`config.mk`:
```
export PLATFORM = sky130hd
export DESIGN_NAME = adc_result_output_port
export DESIGN_NICKNAME = d
export VERILOG_FILES = /design/src/design/adc_port_pkg.sv /design/src/design/adc_result_output_port.sv /design/src/design/result_fifo.sv
export SDC_FILE = /design/constraint.sdc
export NUM_CORES = 1
export LEC_CHECK = 0
export BUFFER_PORTS_ARGS = -buffer_cell sky130_fd_sc_hd__clkbuf_2
export CORE_MARGIN = 2
export CORE_UTILIZATION = 35
export DETAILED_ROUTE_END_ITERATION = 10
export PLACE_DENSITY = 0.56
export SYNTH_ARGS = -nofsm -noshare
export SYNTH_HDL_FRONTEND = slang
export SYNTH_HIERARCHICAL = 1
export SYNTH_SLANG_ARGS = --single-unit
```
`constraint.sdc`:
```
create_clock -name clk -period 10.25 [get_ports clk]
set_input_delay 1.025 -clock clk [delete_from_list [all_inputs] [get_ports clk]]
set_output_delay 1.025 -clock clk [all_outputs]
set_load 0.03 [all_outputs]
```
`src/design/adc_port_pkg.sv`:
```
// constants, modes and states shared by the result output port
package adc_port_pkg;

	// ------------------------------------------------------------
	// result and interface select
	// ------------------------------------------------------------
	localparam int          RESULT_BITS   = 18;         // bits per conversion result
	localparam logic [1:0]  MODE_PAR18    = 2'h0;       // 18-bit parallel bus
	localparam logic [1:0]  MODE_PAR16    = 2'h1;       // 16-bit parallel bus, two words
	localparam logic [1:0]  MODE_PAR8     = 2'h2;       // 8-bit parallel bus, three bytes
	localparam logic [1:0]  MODE_SERIAL   = 2'h3;       // serial link on the upper data pins
	localparam int          SIGN_POS      = 17;         // bit flipped for twos complement coding

	// ------------------------------------------------------------
	// timing
	// ------------------------------------------------------------
	localparam int          CLK_PERIOD_NS = 8;          // 125 MHz system clock
	localparam int          CONV_TIME_NS  = 1400;       // conversion phase length
	localparam int          CONV_CYCLES   = (CONV_TIME_NS + CLK_PERIOD_NS - 1) / CLK_PERIOD_NS;
	localparam int          CONV_CNT_W    = 9;          // width of the conversion counter
	localparam int          FAST_BITS     = 12;         // read-during: bits sent at the fast period
	localparam logic [4:0]  HALF_FAST     = 5'h02;      // read-during: fast half period, cycles
	localparam logic [4:0]  HALF_SLOW     = 5'h04;      // read-during: slow half period, cycles
	localparam logic [4:0]  HALF_BASE     = 5'h02;      // read-after: half period at divider 0
	localparam logic [4:0]  LAST_BIT      = 5'h11;      // index of the 18th bit
	localparam logic [4:0]  ALL_BITS      = 5'h12;      // bit count once all 18 are out

	// ------------------------------------------------------------
	// buffering
	// ------------------------------------------------------------
	localparam int          FIFO_DEPTH    = 8;          // results held between core and port

	// ------------------------------------------------------------
	// master serial clock generator, gray along idle-low-high
	// ------------------------------------------------------------
	typedef enum logic [1:0] {
		ST_IDLE = 2'b00,
		ST_LOW  = 2'b01,
		ST_HIGH = 2'b11
	} sclk_state_t;

endpackage

```
`src/design/adc_result_output_port.sv`:
```
// result output port: conversion timing, parallel bus and serial link
`timescale 1ns/1ps
// Overview of operation
// - modes 0/1/2 give 18/16/8-bit parallel bus
// - cs and read low: every result shown continuously
// - continuous read drives bus, released only in reset
// - slave parallel read after or during next conversion
// - 18-bit mode always straight binary
// - two word selects fetch two words or three bytes
// - mode 3 selects serial link on data pins
// - serial result is 18 bits, msb first
// - serial bit changes on the falling clock edge, valid on the rising
// - configuration port only usable in serial mode
// - internal clock source: generate clock and frame signal
// - clock and frame outputs invertible by inputs
// - read-during master: previous result, two clock periods
// - read-after master: busy held until 18 bits out
// - divider select sets read-after clock period
// - external clock used only while chip select low
// - slave serial read after or during conversion
// - external clock may idle high or low
// - outputs released when chip select or read high
// - slave read-during: overrun pulse if a started read is unfinished
// - falling start edge converts, never restarted
module adc_result_output_port
	import adc_port_pkg::*;
(
	// clock and reset
	input  wire logic                   clk,
	input  wire logic                   srst,
	// conversion control pins
	input  wire logic                   conversion_start_n,
	output logic                        busy,
	// converter core, same clock
	input  wire logic [RESULT_BITS-1:0] sample_result,
	output logic                        sample_ready,
	// interface control pins
	input  wire logic                   cs_n,
	input  wire logic                   rd_n,
	input  wire logic [1:0]             interface_mode,
	input  wire logic                   word_select_lo,
	input  wire logic                   word_select_hi,
	input  wire logic                   output_binary,
	// serial configuration pins
	input  wire logic                   clock_source_external,
	input  wire logic                   clock_invert,
	input  wire logic                   frame_invert,
	input  wire logic                   read_during_conversion,
	input  wire logic [1:0]             clock_divider_sel,
	// parallel data bus
	output logic [RESULT_BITS-1:0]      data_out,
	output logic                        data_oe,
	// serial link
	output logic                        serial_data_out,
	output logic                        serial_data_oe,
	input  wire logic                   serial_clock_pin_in,
	output logic                        serial_clock_pin_out,
	output logic                        serial_clock_pin_oe,
	output logic                        frame_valid,
	output logic                        frame_valid_oe,
	output logic                        read_overrun,
	output logic                        config_port_enable
);

	// ------------------------------------------------------------
	// pin synchronisers
	// ------------------------------------------------------------
	localparam int PIN_W = 16;

	logic [PIN_W-1:0] pin_raw;              // all asynchronous pins
	logic [PIN_W-1:0] pin_meta_reg;         // first stage, read only by second
	logic [PIN_W-1:0] pin_sync_reg;         // second stage, safe to use

	assign pin_raw = {conversion_start_n, cs_n, rd_n, interface_mode, word_select_lo, word_select_hi,
		output_binary, clock_source_external, clock_invert, frame_invert, read_during_conversion,
		clock_divider_sel, serial_clock_pin_in, 1'b0};

	// two flops per pin
	always_ff @(posedge clk) begin
		if (srst) begin
			pin_meta_reg <= {2'h3, 14'h0};
			pin_sync_reg <= {2'h3, 14'h0};
		end else begin
			pin_meta_reg <= pin_raw;
			pin_sync_reg <= pin_meta_reg;
		end
	end

	logic       start_n_s;                  // synced conversion start, low active
	logic       cs_n_s;                     // synced chip select, low active
	logic       rd_n_s;                     // synced read enable, low active
	logic [1:0] mode_s;                     // synced interface select
	logic       ws_lo_s;                    // synced low word select
	logic       ws_hi_s;                    // synced high word select
	logic       binary_s;                   // synced output coding
	logic       ext_s;                      // synced clock source
	logic       sinv_s;                     // synced clock invert
	logic       finv_s;                     // synced frame invert
	logic       rdc_s;                      // synced read-during select
	logic [1:0] div_s;                      // synced divider select
	logic       sclk_s;                     // synced external serial clock

	assign start_n_s = pin_sync_reg[15];
	assign cs_n_s    = pin_sync_reg[14];
	assign rd_n_s    = pin_sync_reg[13];
	assign mode_s    = pin_sync_reg[12:11];
	assign ws_lo_s   = pin_sync_reg[10];
	assign ws_hi_s   = pin_sync_reg[9];
	assign binary_s  = pin_sync_reg[8];
	assign ext_s     = pin_sync_reg[7];
	assign sinv_s    = pin_sync_reg[6];
	assign finv_s    = pin_sync_reg[5];
	assign rdc_s     = pin_sync_reg[4];
	assign div_s     = pin_sync_reg[3:2];
	assign sclk_s    = pin_sync_reg[1];

	// ------------------------------------------------------------
	// mode decode
	// ------------------------------------------------------------
	logic selected;                         // chip select and read both low
	logic serial_mode;                      // link in use
	logic master_mode;                      // device makes the serial clock
	logic master_after;                     // master, read after conversion
	logic master_during;                    // master, read during conversion
	logic slave_mode;                       // host makes the serial clock

	assign selected      = ~cs_n_s & ~rd_n_s;
	assign serial_mode   = (mode_s == MODE_SERIAL);
	assign master_mode   = serial_mode & ~ext_s;
	assign master_after  = master_mode & ~rdc_s;
	assign master_during = master_mode & rdc_s;
	assign slave_mode    = serial_mode & ext_s;
	assign config_port_enable = serial_mode;

	// twos complement flips the sign bit, except on the full-width bus
	function automatic logic [RESULT_BITS-1:0] code_word(input logic [RESULT_BITS-1:0] w,
		input logic [1:0] m, input logic bin);
		logic [RESULT_BITS-1:0] r;
		r = w;
		if ((m != MODE_PAR18) && !bin) begin
			r[SIGN_POS] = ~w[SIGN_POS];
		end
		return r;
	endfunction

	// ------------------------------------------------------------
	// conversion timing
	// ------------------------------------------------------------
	logic                  start_d_reg;     // last synced start level
	logic                  start_fall;      // falling edge of start
	logic                  conv_active_reg; // conversion phase running
	logic [CONV_CNT_W-1:0] conv_cnt_reg;    // cycles left in the phase
	logic                  conv_done;       // last cycle of the phase
	logic                  conv_go;         // accepted start
	logic                  push_d_reg;      // result on its way to the buffer output
	logic                  fifo_in_ready;   // room for another result
	logic                  fifo_out_valid;  // result waiting for the port
	logic [RESULT_BITS-1:0] fifo_out_data;  // oldest waiting result
	logic                  fifo_pop;        // port takes the waiting result
	sclk_state_t           st_reg;          // master clock generator state

	assign start_fall = start_d_reg & ~start_n_s;
	assign conv_done  = conv_active_reg & (conv_cnt_reg == '0);
	// a start while busy or with the buffer full is ignored
	assign conv_go    = start_fall & ~busy & fifo_in_ready;
	assign sample_ready = fifo_in_ready;

	// busy covers the phase and, read-after master, the whole transfer
	assign busy = conv_active_reg
		| (master_after & (push_d_reg | fifo_out_valid | (st_reg != ST_IDLE)));

	// start edge detector
	always_ff @(posedge clk) begin
		if (srst) begin
			start_d_reg <= 1'b1;
		end else begin
			start_d_reg <= start_n_s;
		end
	end

	// a result still crossing the buffer keeps busy up, no gap before the transfer
	always_ff @(posedge clk) begin
		if (srst) begin
			push_d_reg <= 1'b0;
		end else begin
			push_d_reg <= conv_done;
		end
	end

	// conversion phase counter, runs to the end once started
	always_ff @(posedge clk) begin
		if (srst) begin
			conv_active_reg <= 1'b0;
			conv_cnt_reg    <= '0;
		end else if (conv_go) begin
			conv_active_reg <= 1'b1;
			conv_cnt_reg    <= CONV_CNT_W'(CONV_CYCLES - 1);
		end else if (conv_done) begin
			conv_active_reg <= 1'b0;
		end else if (conv_active_reg) begin
			conv_cnt_reg    <= conv_cnt_reg - 1'b1;
		end
	end

	// ------------------------------------------------------------
	// result buffer
	// ------------------------------------------------------------
	result_fifo #(
		.WIDTH (RESULT_BITS),
		.DEPTH (FIFO_DEPTH)
	) u_fifo (
		.clk       (clk),
		.srst      (srst),
		.in_valid  (conv_done),
		.in_ready  (fifo_in_ready),
		.in_data   (sample_result),
		.out_valid (fifo_out_valid),
		.out_ready (fifo_pop),
		.out_data  (fifo_out_data)
	);

	// the master generator stalls the buffer while it shifts
	assign fifo_pop = fifo_out_valid & (st_reg == ST_IDLE);

	logic [RESULT_BITS-1:0] result_reg;     // latest result handed to the port

	// newest result, kept as the previous one for read-during transfers
	always_ff @(posedge clk) begin
		if (srst) begin
			result_reg <= '0;
		end else if (fifo_pop) begin
			result_reg <= fifo_out_data;
		end
	end

	// ------------------------------------------------------------
	// parallel bus
	// ------------------------------------------------------------
	logic [RESULT_BITS-1:0] coded;          // result in the chosen coding

	assign coded = code_word(result_reg, mode_s, binary_s);

	// word and byte steering, refreshed every cycle
	always_ff @(posedge clk) begin
		if (srst) begin
			data_out <= '0;
		end else begin
			case (mode_s)
				MODE_PAR18: data_out <= coded;
				MODE_PAR16: begin
					if (!ws_lo_s) begin
						data_out <= {2'h0, coded[17:2]};
					end else begin
						data_out <= {2'h0, coded[1:0], 14'h0};
					end
				end
				MODE_PAR8: begin
					case ({ws_hi_s, ws_lo_s})
						2'b00:   data_out <= {10'h0, coded[17:10]};
						2'b01:   data_out <= {10'h0, coded[9:2]};
						default: data_out <= {10'h0, coded[1:0], 6'h0};
					endcase
				end
				default: data_out <= '0;
			endcase
		end
	end

	// bus driven whenever selected in a parallel mode, released in reset
	assign data_oe = ~srst & ~serial_mode & selected;

	// ------------------------------------------------------------
	// serial shifter, shared by master and slave
	// ------------------------------------------------------------
	logic [RESULT_BITS-1:0] shift_reg;      // bits still to send, msb at top
	logic [4:0]             bit_cnt_reg;    // bits already sent
	logic [4:0]             hp_cnt_reg;     // cycles left in this half period
	logic [4:0]             half;           // half period for the current bit
	logic                   m_start;        // master transfer begins
	logic                   half_end;       // last cycle of a half period
	logic                   g_d_reg;        // last gated external clock level
	logic                   g_now;          // external clock in shifting sense
	logic                   s_edge;         // shifting edge of the external clock

	// read-during: later bits slower; read-after: divider sets the period
	always_comb begin
		if (rdc_s) begin
			half = (bit_cnt_reg < 5'(FAST_BITS)) ? HALF_FAST : HALF_SLOW;
		end else begin
			half = HALF_BASE << div_s;
		end
	end

	// read-during sends the previous result at the start of a conversion
	assign m_start  = (master_during & conv_go) | (master_after & fifo_pop);
	assign half_end = (hp_cnt_reg == '0);

	// master clock generator: low half, high half, then next bit
	always_ff @(posedge clk) begin
		if (srst) begin
			st_reg     <= ST_IDLE;
			hp_cnt_reg <= '0;
		end else begin
			case (st_reg)
				ST_IDLE: begin
					if (m_start) begin
						st_reg     <= ST_LOW;
						hp_cnt_reg <= half - 1'b1;
					end
				end
				ST_LOW: begin
					if (half_end) begin
						st_reg     <= ST_HIGH;
						hp_cnt_reg <= half - 1'b1;
					end else begin
						hp_cnt_reg <= hp_cnt_reg - 1'b1;
					end
				end
				ST_HIGH: begin
					if (half_end) begin
						st_reg     <= (bit_cnt_reg == LAST_BIT) ? ST_IDLE : ST_LOW;
						hp_cnt_reg <= half - 1'b1;
					end else begin
						hp_cnt_reg <= hp_cnt_reg - 1'b1;
					end
				end
				default: st_reg <= ST_IDLE;
			endcase
		end
	end

	// external clock is ignored unless selected, either idle level works
	assign g_now  = sclk_s ^ sinv_s;
	assign s_edge = slave_mode & selected & g_d_reg & ~g_now;

	// external clock edge detector, follows only while chip select low
	always_ff @(posedge clk) begin
		if (srst) begin
			g_d_reg <= 1'b0;
		end else if (~cs_n_s) begin
			g_d_reg <= g_now;
		end
	end

	// shift register: load, then one bit per clock period
	always_ff @(posedge clk) begin
		if (srst) begin
			shift_reg   <= '0;
			bit_cnt_reg <= '0;
		end else if (m_start) begin
			shift_reg   <= master_during ? code_word(result_reg, mode_s, binary_s)
				: code_word(fifo_out_data, mode_s, binary_s);
			bit_cnt_reg <= '0;
		end else if (slave_mode & fifo_pop) begin
			shift_reg   <= code_word(fifo_out_data, mode_s, binary_s);
			bit_cnt_reg <= '0;
		end else if (((st_reg == ST_HIGH) & half_end) | (s_edge & (bit_cnt_reg != ALL_BITS))) begin
			shift_reg   <= {shift_reg[RESULT_BITS-2:0], 1'b0};
			bit_cnt_reg <= bit_cnt_reg + 1'b1;
		end
	end

	// overrun: a read-during transfer left unfinished at conversion end
	always_ff @(posedge clk) begin
		if (srst) begin
			read_overrun <= 1'b0;
		end else begin
			read_overrun <= slave_mode & conv_done & (bit_cnt_reg != '0)
				& (bit_cnt_reg != ALL_BITS);
		end
	end

	// ------------------------------------------------------------
	// serial pins
	// ------------------------------------------------------------
	assign serial_data_out      = shift_reg[RESULT_BITS-1];
	assign serial_data_oe       = ~srst & serial_mode & selected;
	assign serial_clock_pin_out = (st_reg == ST_HIGH) ^ sinv_s;
	assign serial_clock_pin_oe  = ~srst & master_mode & selected;
	assign frame_valid          = (st_reg != ST_IDLE) ^ finv_s;
	assign frame_valid_oe       = ~srst & master_mode & selected;
endmodule

```
`src/design/result_fifo.sv`:
```
// small fifo with registered read data between the converter core and the port
`timescale 1ns/1ps
module result_fifo #(
	parameter int WIDTH = 18,
	parameter int DEPTH = 8
) (
	// clock and reset
	input  wire logic             clk,
	input  wire logic             srst,
	// filling side
	input  wire logic             in_valid,
	output logic                  in_ready,
	input  wire logic [WIDTH-1:0] in_data,
	// draining side
	output logic                  out_valid,
	input  wire logic             out_ready,
	output logic      [WIDTH-1:0] out_data
);

	localparam int PTR_W = $clog2(DEPTH);

	logic [WIDTH-1:0] mem [DEPTH];          // storage array
	logic [PTR_W-1:0] wr_ptr_reg;           // next slot to write
	logic [PTR_W-1:0] rd_ptr_reg;           // next slot to read
	logic [PTR_W:0]   count_reg;            // words held in the array
	logic             push;                 // word accepted
	logic             pull;                 // word moved to the output register

	assign in_ready = (count_reg != DEPTH[PTR_W:0]);
	assign push     = in_valid & in_ready;
	assign pull     = (count_reg != '0) & (~out_valid | out_ready);

	// write into the array
	always_ff @(posedge clk) begin
		if (push) begin
			mem[wr_ptr_reg] <= in_data;
		end
	end

	// pointers and fill level
	always_ff @(posedge clk) begin
		if (srst) begin
			wr_ptr_reg <= '0;
			rd_ptr_reg <= '0;
			count_reg  <= '0;
		end else begin
			if (push) begin
				wr_ptr_reg <= wr_ptr_reg + 1'b1;
			end
			if (pull) begin
				rd_ptr_reg <= rd_ptr_reg + 1'b1;
			end
			case ({push, pull})
				2'b10:   count_reg <= count_reg + 1'b1;
				2'b01:   count_reg <= count_reg - 1'b1;
				default: count_reg <= count_reg;
			endcase
		end
	end

	// output register, read data always come from a flop
	always_ff @(posedge clk) begin
		if (srst) begin
			out_valid <= 1'b0;
			out_data  <= '0;
		end else if (pull) begin
			out_valid <= 1'b1;
			out_data  <= mem[rd_ptr_reg];
		end else if (out_ready) begin
			out_valid <= 1'b0;
		end
	end

endmodule

```
== Yosys cells after proc, flatten, opt, wreduce, memory -nomap -nowiden ==
Memory sizes are Yosys's and may differ from the RTL's. A register that Yosys moved wholly into a read port is not among the register bits.
Index checks and enable logic that the tools add are counted.
Storage, ports and cells
  flip-flop bits (word level): 123
  RAM bits: 144
  bits of input ports: 35
  memories kept: 1
Memory list
  u_fifo.mem: depth 8, bits a word 18, rd ports 1, clocked after Yosys merged registers in 1, write ports 1, RTL line result_fifo.sv:22  | logic [WIDTH-1:0] mem [DEPTH];
Operators by class
  add/subtract/negate cells: 8
  order comparisons: 1
  equal/unequal tests: 15
  shift operators: 1
  muxes and demuxes: 29
  bitwise logic cells: 52
  reduce and logical (&&, ||, !) cells: 24
Operators by type and width (number)
  2-to-1 mux 18 bit: 4
  one-hot mux 18 bit (3 select lines): 1
  AND 1 bit: 30
  2-to-1 mux 8 bit: 3
  2-to-1 mux 16 bit: 1
  one-hot mux 8 bit (2 select lines): 1
  2-to-1 mux 5 bit: 3
  nonzero test 2 bit: 7
  inverter 1 bit: 13
  one-hot mux 5 bit (2 select lines): 1
  subtractor 5 x 1 -> 5 bit (second input constant): 2
  logical NOT 9 bit: 1
  2-to-1 mux 1 bit: 9
  subtractor 9 x 1 -> 9 bit (second input constant): 1
  equality test 2 x 1 -> 1 bit (second input constant): 4
  equality test 2 bit (second input constant): 4
  one-hot mux 4 bit (2 select lines): 1
  adder 3 x 1 -> 3 bit (second input constant): 2
  logical NOT 2 bit: 3
  2-to-1 mux 2 bit: 3
  inequality test 2 bit (second input constant): 3
  bitwise OR 1 bit: 6
  one-hot mux 2 bit (3 select lines): 1
  AND reduction 2 bit: 3
  20 further kinds: 23

== Logic depth before layout (Yosys ltp) ==
Gate-level depths: netlist of run 1.
  depth after elaboration: 12
  mapped depth: 15
  mapped depth without buffers: 12

== Hierarchy ==
The synthesis of run 1 kept the hierarchy.
Modules (own cells, without submodules)
  result_fifo: times used 1, cells an instance 344, area each 6596.3 µm²
  adc_result_output_port: times used 1, cells an instance 557, area each 4882.2 µm²

== Worst setup path after synthesis of run 1 ==
Ideal clock, no wire load.
  kind: input to output
  start: in srst
  end: out serial_clock_pin_oe
  arrival time: 2.539 ns
  setup slack: 6.686 ns
  stages on the path: 4
  path buffers: 2
  cell sequence: clkbuf_1 > or3_1 > nor3_1 > buf_4
On the way
  longest elaborated chain between the ends: 3
RTL lines
  start, declared: RTL line adc_result_output_port.sv:30  | input wire logic srst,
  inverter 1 bit
  AND 1 bit (2 in a row)
  end, declared: RTL line adc_result_output_port.sv:58  | output logic serial_clock_pin_oe,
No other way between the ends.

== Final worst setup path of run 1 ==
  start: reg pin_sync_reg[11]
  end: out busy
On the way
  longest elaborated chain between the ends: 5
RTL lines
  start, declared: RTL line adc_result_output_port.sv:72  | logic [PIN_W-1:0] pin_sync_reg;
  start signal, assigned: RTL line adc_result_output_port.sv:82  | pin_sync_reg <= {2'h3, 14'h0};
  start signal, assigned: RTL line adc_result_output_port.sv:85  | pin_sync_reg <= pin_meta_reg;
  equality test 2 bit: RTL line adc_result_output_port.sv:128  | assign serial_mode = (mode_s == MODE_SERIAL);
  AND 1 bit: RTL line adc_result_output_port.sv:129  | assign master_mode = serial_mode & ~ext_s;
  AND 1 bit: RTL line adc_result_output_port.sv:130  | assign master_after = master_mode & ~rdc_s;
  AND 1 bit: RTL line adc_result_output_port.sv:170  | | (master_after & (push_d_reg | fifo_out_valid | (st_reg != ST_IDLE)));
  bitwise OR 1 bit: RTL line adc_result_output_port.sv:170
  end, declared: RTL line adc_result_output_port.sv:33  | output logic busy,
No other way between the ends.

==> results of run 1 <==
-- through the flow --
step | utilization | instances
detailed placement | 0.375 | 1361
CTS | 0.408 | 1418
global placement | 0.375 | 1361
global route | 0.408 | 1418
floorplan | - | 901
finish | 0.408 | 1419
-- per-layer routing --
metal | track usage | up-vias | share of wire
met5 | 0 | - | 0
met4 | 0.0330 | 0 | 0.021
met3 | 0.0252 | 38 | 0.050
met2 | 0.219 | 128 | 0.44
met1 | 0.198 | 3322 | 0.49
li1 | - | 3436 | -
-- worst min-delay path by stage --
stage	startpoint	end	slack, ps	cells past startpoint
after floorplan	pin_meta_reg[14]	pin_sync_reg[14]	390	1
final	pin_meta_reg[14]	pin_sync_reg[14]	410	1
after detailed placement	pin_meta_reg[15]	pin_sync_reg[15]	400	1
after global routing	pin_meta_reg[14]	pin_sync_reg[14]	420	1
after global placement	pin_meta_reg[14]	pin_sync_reg[14]	390	1
after CTS	pin_meta_reg[14]	pin_sync_reg[14]	410	1
-- synthesized netlist by cell type, drive strengths merged, types with 17 or more instances --
library cell	number	share of area
o211ai	17	0.011
o22ai	20	0.011
nor3	29	0.018
nand2b	19	0.010
nand3	33	0.018
buf	28	0.018
a21oi	71	0.031
nor2	68	0.022
edfxtp	144	0.38
clkbuf	30	0.0099
nor2b	31	0.017
nand2	56	0.019
dfxtp	139	0.24
mux4	36	0.071
or3	19	0.010
-- cells by family after synthesis --
group                      share of synthesized area
buffers and inverters                         0.0335
AOI/OAI and AO/OA                             0.0869
DFF                                            0.619
and+or+nand+nor                                0.148
adders and majority gates                     0.0142
xor gates and xnor gates                      0.0198
muxes                                         0.0786
-- power breakdown --
part	total [W]	leakage [nW]	switching (W)	internal, W
Sequential	0.00133	2.43	0.0000687	0.00126
Clock	0.00117	0.534	0.000433	0.000734
Combinational	0.000559	1.54	0.000327	0.000232
Total	0.00305	4.51	0.000829	0.00223
-- area by class of cell --
cell class                      instances  area [um^2]  share of cell area
Sequential cell                       283         7110               0.536
Multi-Input combinational cell        544         4020               0.303
Clock buffer                           42          857              0.0647
Tap cell                              442          553              0.0417
Timing Repair Buffer                   76          415              0.0313
Clock inverter                         15          234              0.0177
Inverter                               16         61.3             0.00463
Antenna cell                            1         2.50            0.000189
-- worst max-delay path, delay by kind of cell (launching register included) --
family | cells | cell delay [ps]
simple gates | 1 | 400
compound gates | 1 | 570
buf+inv | 1 | 310
flops | 1 | 920
==> out/results.ini, run 1 <==
[outcome]
outcome = finished, final reports clean

[die]
initial_utilization = 0.354
core_area_um2 = 32500
die_x_um = 185
pin_count = 64
row_count = 66
dieArea_um2 = 34300
die_h_um = 185

[yosys]
synth_warnings = 6
avgSynthCellArea_um2 = 12.7
ys_types = 68
synth_cells = 901
netlist_area_um2 = 11500
synth_edf_count = 144
synth_ff_type = edfxtp_1
ys_ff_latch = 283
async_flop_share = 0
ys_seq_area_frac = 0.619
synth_nets = 949

[placement]
post_dp_cell_area_um2 = 12200
io_buffers = 63
pre_cts_ws_ps = 6990
gp_congestion = 0.765
hpwl_um = 14500

[clock_network]
clk_latency_ps = 560
clk_path_buf_depth = 3
cts_resized = 0
cts_root_buf = clkbuf_16
clk_pin_slew_ps = 60
cts_setup_buffers = 0
holdBufCountCts = 0
cts_sinks = 283
cts_tree = yes
cts_buffers = 31
ctsHtreeMaxLevel = 1

[finish]
synthToLayoutAreaGrowth_pct = 15.5
layout_commonest_cell = edfxtp_1
num-nets-final = 1000
drive_gt1_frac = 0.213
regMostFlops = u_fifo/mem
fill_cells = 3049
layout_common_cells = edfxtp_1 (144), dfxtp_1 (138), a21oi_1 (71)
largest_register_ffs = 144
final_area_um2 = 13300

[grt]
grt_start_max_net_pins = 85
antenna_found_initial = 1
grt_pass1_wl_um = 38000
grt_usage = 0.138
grt_pass1_vias = 6779
grt_overflow = 0

[critical_path]
end_kind = output pin
worstPathRequired_ps = 9230
endpoint = busy
path_cells = nand2_1, o41ai_1, clkbuf_2
worstSetupPathType = reg -> out
crit_arrival_ps = 2760
r2r_cells = 9
critical_path.slowest_cell = dfxtp_1
startpoint_type = register
r2r_start = st_reg[1]
reg2reg_slack_ps = 6970
path_max_fanout = 32
r2r-end = u_fifo/count_reg[3]
crit_start = pin_sync_reg[11]
slowest_delay_ps = 920

[route]
viasPerCell = 4.88
vias = 6924
routed_wl_um = 23300
wire_per_inst_um = 16.4
drcViolationCount = 0
drt_iter0_drc = 575
postRouteAntennaNets = 0
dr.pass1.iters = 4

[timing]
slew_viol_final = 0
max_slew_margin = 0.376
fmax_ghz = 0.265
tightest_slew_ps = 936
setup_violations = 0
hold_violations = 0
fin_setup_tns_ps = 0
hold_slack_ps = 409
layout_setup_ws_ps = 6470
rsz0062_at_grt = false
min_period_ps = 3780
period_share = 0.369
finClkSkew_ps = 23.2

[run]
drv_cap = 0

[worst_hold_path]
hp-class = reg -> reg

[pwr]
power.total_w = 0.00305
power.density_nw_per_um2 = 230
ir_worst_vdd_mv = 0.154
leakagePower_nw = 4.51

(Power assumes the default switching activity.)
==> run 2: changes to the inputs <==
PLACE_DENSITY = 0.57   (was 0.56)
clock period = 3.4 ns   (was 10.25 ns; I/O delays follow)
==> run 2 against run 1 <==
Clock-buffer cell count up 2. Non-clock buffer count up 14. Final cell count up 0.85%. Global-route usage up 0.55 points. Die area unchanged. Power rose to 2.9 times the previous value. Sequential share of layout area down 0.061 points. Via count up 2.5%. Worst hold slack worse by 390 ps. Highest routed layer is now met5.
==> out/results.ini, run 2 (same netlist as run 1, synthesis figures left out) <==
[critical_path]
end_kind = register
path_cells = or3b_4, clkinv_2, nand2b_1, and2_4, ha_1, xor2_1, ha_1, a21oi_1, xor2_1, or3_1, a21oi_1
slowest_delay_ps = 550  ; -370 ps
startpoint_type = register
worstSetupPathType = reg -> reg
crit_arrival_ps = 3550  ; +790 ps
path_max_fanout = 22  ; -31%
crit_family = simple AND/OR/NAND/NOR gates
worstPathRequired_ps = 3870  ; -5360 ps
critical_path.slowest_cell = or3b_4
critPathBufInv = 1  ; unchanged

[clock_network]
cts_buffers = 30  ; -3.2%
clk_pin_slew_ps = 60  ; about the same
cts_tree = yes
cts_setup_buffers = 0  ; unchanged
holdBufCountCts = 5  ; +5
cts_sinks = 283  ; unchanged
cts_resized = 0  ; unchanged
clk_path_buf_depth = 3  ; unchanged
clk_latency_ps = 540  ; -20 ps
ctsHtreeMaxLevel = 1  ; unchanged
cts_root_buf = clkbuf_16

[die]
die_h_um = 185  ; unchanged
pin_count = 64  ; unchanged
dieArea_um2 = 34300  ; unchanged
row_count = 66  ; unchanged
die_x_um = 185  ; unchanged
initial_utilization = 0.354  ; unchanged
core_area_um2 = 32500  ; unchanged

[worst_hold_path]
hp-class = in -> reg

[route]
viasPerCell = 4.96  ; +1.6%
drt_iter0_drc = 385  ; -33%
dr.pass1.iters = 4  ; unchanged
vias = 7095  ; +2.5%
wire_per_inst_um = 16.9  ; +2.9%
postRouteAntennaNets = 0  ; unchanged
drcViolationCount = 0  ; unchanged
routed_wl_um = 24200  ; +3.8%

[placement]
io_buffers = 63  ; unchanged
pre_cts_ws_ps = 352  ; -6640 ps
hpwl_um = 15300  ; +5.8%
gp_congestion = 0.773  ; +1.0%

[finish]
largest_register_ffs = 144  ; unchanged
regMostFlops = u_fifo/mem
synthToLayoutAreaGrowth_pct = 15.6
n_antenna_cell = 0  ; -1
area.sequential_um2 = 7110  ; unchanged
fill_cells = 3064  ; +0.49%
drive_gt1_frac = 0.209  ; -0.00381
multiInputGateArea_um2 = 4020  ; about the same
layout_commonest_cell = edfxtp_1
layout_common_cells = edfxtp_1 (144), dfxtp_1 (138), a21oi_1 (71)
num-nets-final = 1013  ; +1.3%

[timing]
rsz0062_at_grt = false
period_share = 0.905
min_period_ps = 3080
tightest_slew_ps = 1100  ; +161 ps
setup_violations = 0  ; unchanged
slew_viol_final = 0  ; unchanged
finClkSkew_ps = 11.9  ; -11.3 ps
fin_setup_tns_ps = 0  ; unchanged
hold_violations = 0  ; unchanged
fmax_ghz = 0.325
layout_setup_ws_ps = 324  ; -6150 ps
max_slew_margin = 0.266  ; -0.110

[grt]
grt_usage = 0.144  ; +0.00548
antenna_found_initial = 1  ; unchanged
grt_overflow = 0  ; unchanged
grt_pass1_wl_um = 39000  ; +2.7%
grt_pass1_vias = 6917  ; +2.0%
grt_start_max_net_pins = 55  ; -35%

[run]
drv_cap = 0  ; unchanged

[pwr]
power.total_w = 0.00893  ; +190%
clockPowerShare = 0.355  ; -0.027
p_int_w = 0.00641  ; +190%
power.density_nw_per_um2 = 673  ; +190%
ir_worst_vdd_mv = 0.498  ; +220%
pwr-share-comb = 0.196  ; +0.013
p_sw_w = 0.00251  ; +200%
p_sw_frac = 0.281  ; +0.0101
leakagePower_nw = 4.52  ; +0.29%
p_seq_frac = 0.449  ; +0.014

[outcome]
outcome = finished, final reports clean

-- run 2: cell count changes in the layout (fill, tap and decap cells not counted), sizes merged --
cell and delta:
buf +9, bufinv -4, clkbuf +2, clkinv +3, clkinvlp -1, diode -1
dlygate4sd3 +5, inv -1
-- run 2: layer usage --
layer | GRT usage | vias to the layer above | routed length (um)
li1 | - | 3458 | -
met1 | 0.206 | 3460 | 11700
met2 | 0.229 | 138 | 10900
met3 | 0.0232 | 37 | 988
met4 | 0.0346 | 2 | 520
met5 | 0 | - | 13
-- run 2: path summary, 6_finish.rpt --
| path | start | slack, ps | end | cells past startpoint |
|---|---|---|---|---|
| hold / removal | clock_divider_sel[0] | 20 | pin_meta_reg[2] | 2 |
| setup / recovery | st_reg[1] | 320 | u_fifo/count_reg[2] | 11 |
| setup reg to reg | st_reg[1] | 320 | u_fifo/count_reg[2] | 11 |
| hold reg to reg | pin_meta_reg[14] | 410 | pin_sync_reg[14] | 1 |
-- run 2: area by class of cell --
| type | count | share of cell area |
|---|---|---|
| Clock buffer | 44 | 0.0644 |
| Clock inverter | 12 | 0.00830 |
| Inverter | 16 | 0.00462 |
| Multi-Input combinational cell | 544 | 0.303 |
| Sequential cell | 283 | 0.536 |
| Tap cell | 442 | 0.0417 |
| Timing Repair Buffer | 90 | 0.0421 |
-- run 2: power by group through the flow --
stage | Clock (W) | Combinational [W] | Sequential (W)
6_report | 0.00317 | 0.00175 | 0.00401
5_1_grt | 0.00341 | 0.00193 | 0.00403
4_1_cts | 0.00326 | 0.00176 | 0.00400
3_5_place_dp | 0 | 0.00175 | 0.00408
3_3_place_gp | 0 | 0.00173 | 0.00407
2_1_floorplan | 0 | 0.00139 | 0.00401
-- run 2: stage by stage --
step	hold WS (ps)	utilization	instances	cell area, um^2
final	17.8	0.409	1431	13300
after global routing	8.61	0.409	1431	13300
after CTS	0.776	0.409	1431	13300
after detailed placement	393	0.378	1370	12300
after global placement	398	0.378	1370	12300
after floorplan	389	-	901	11500
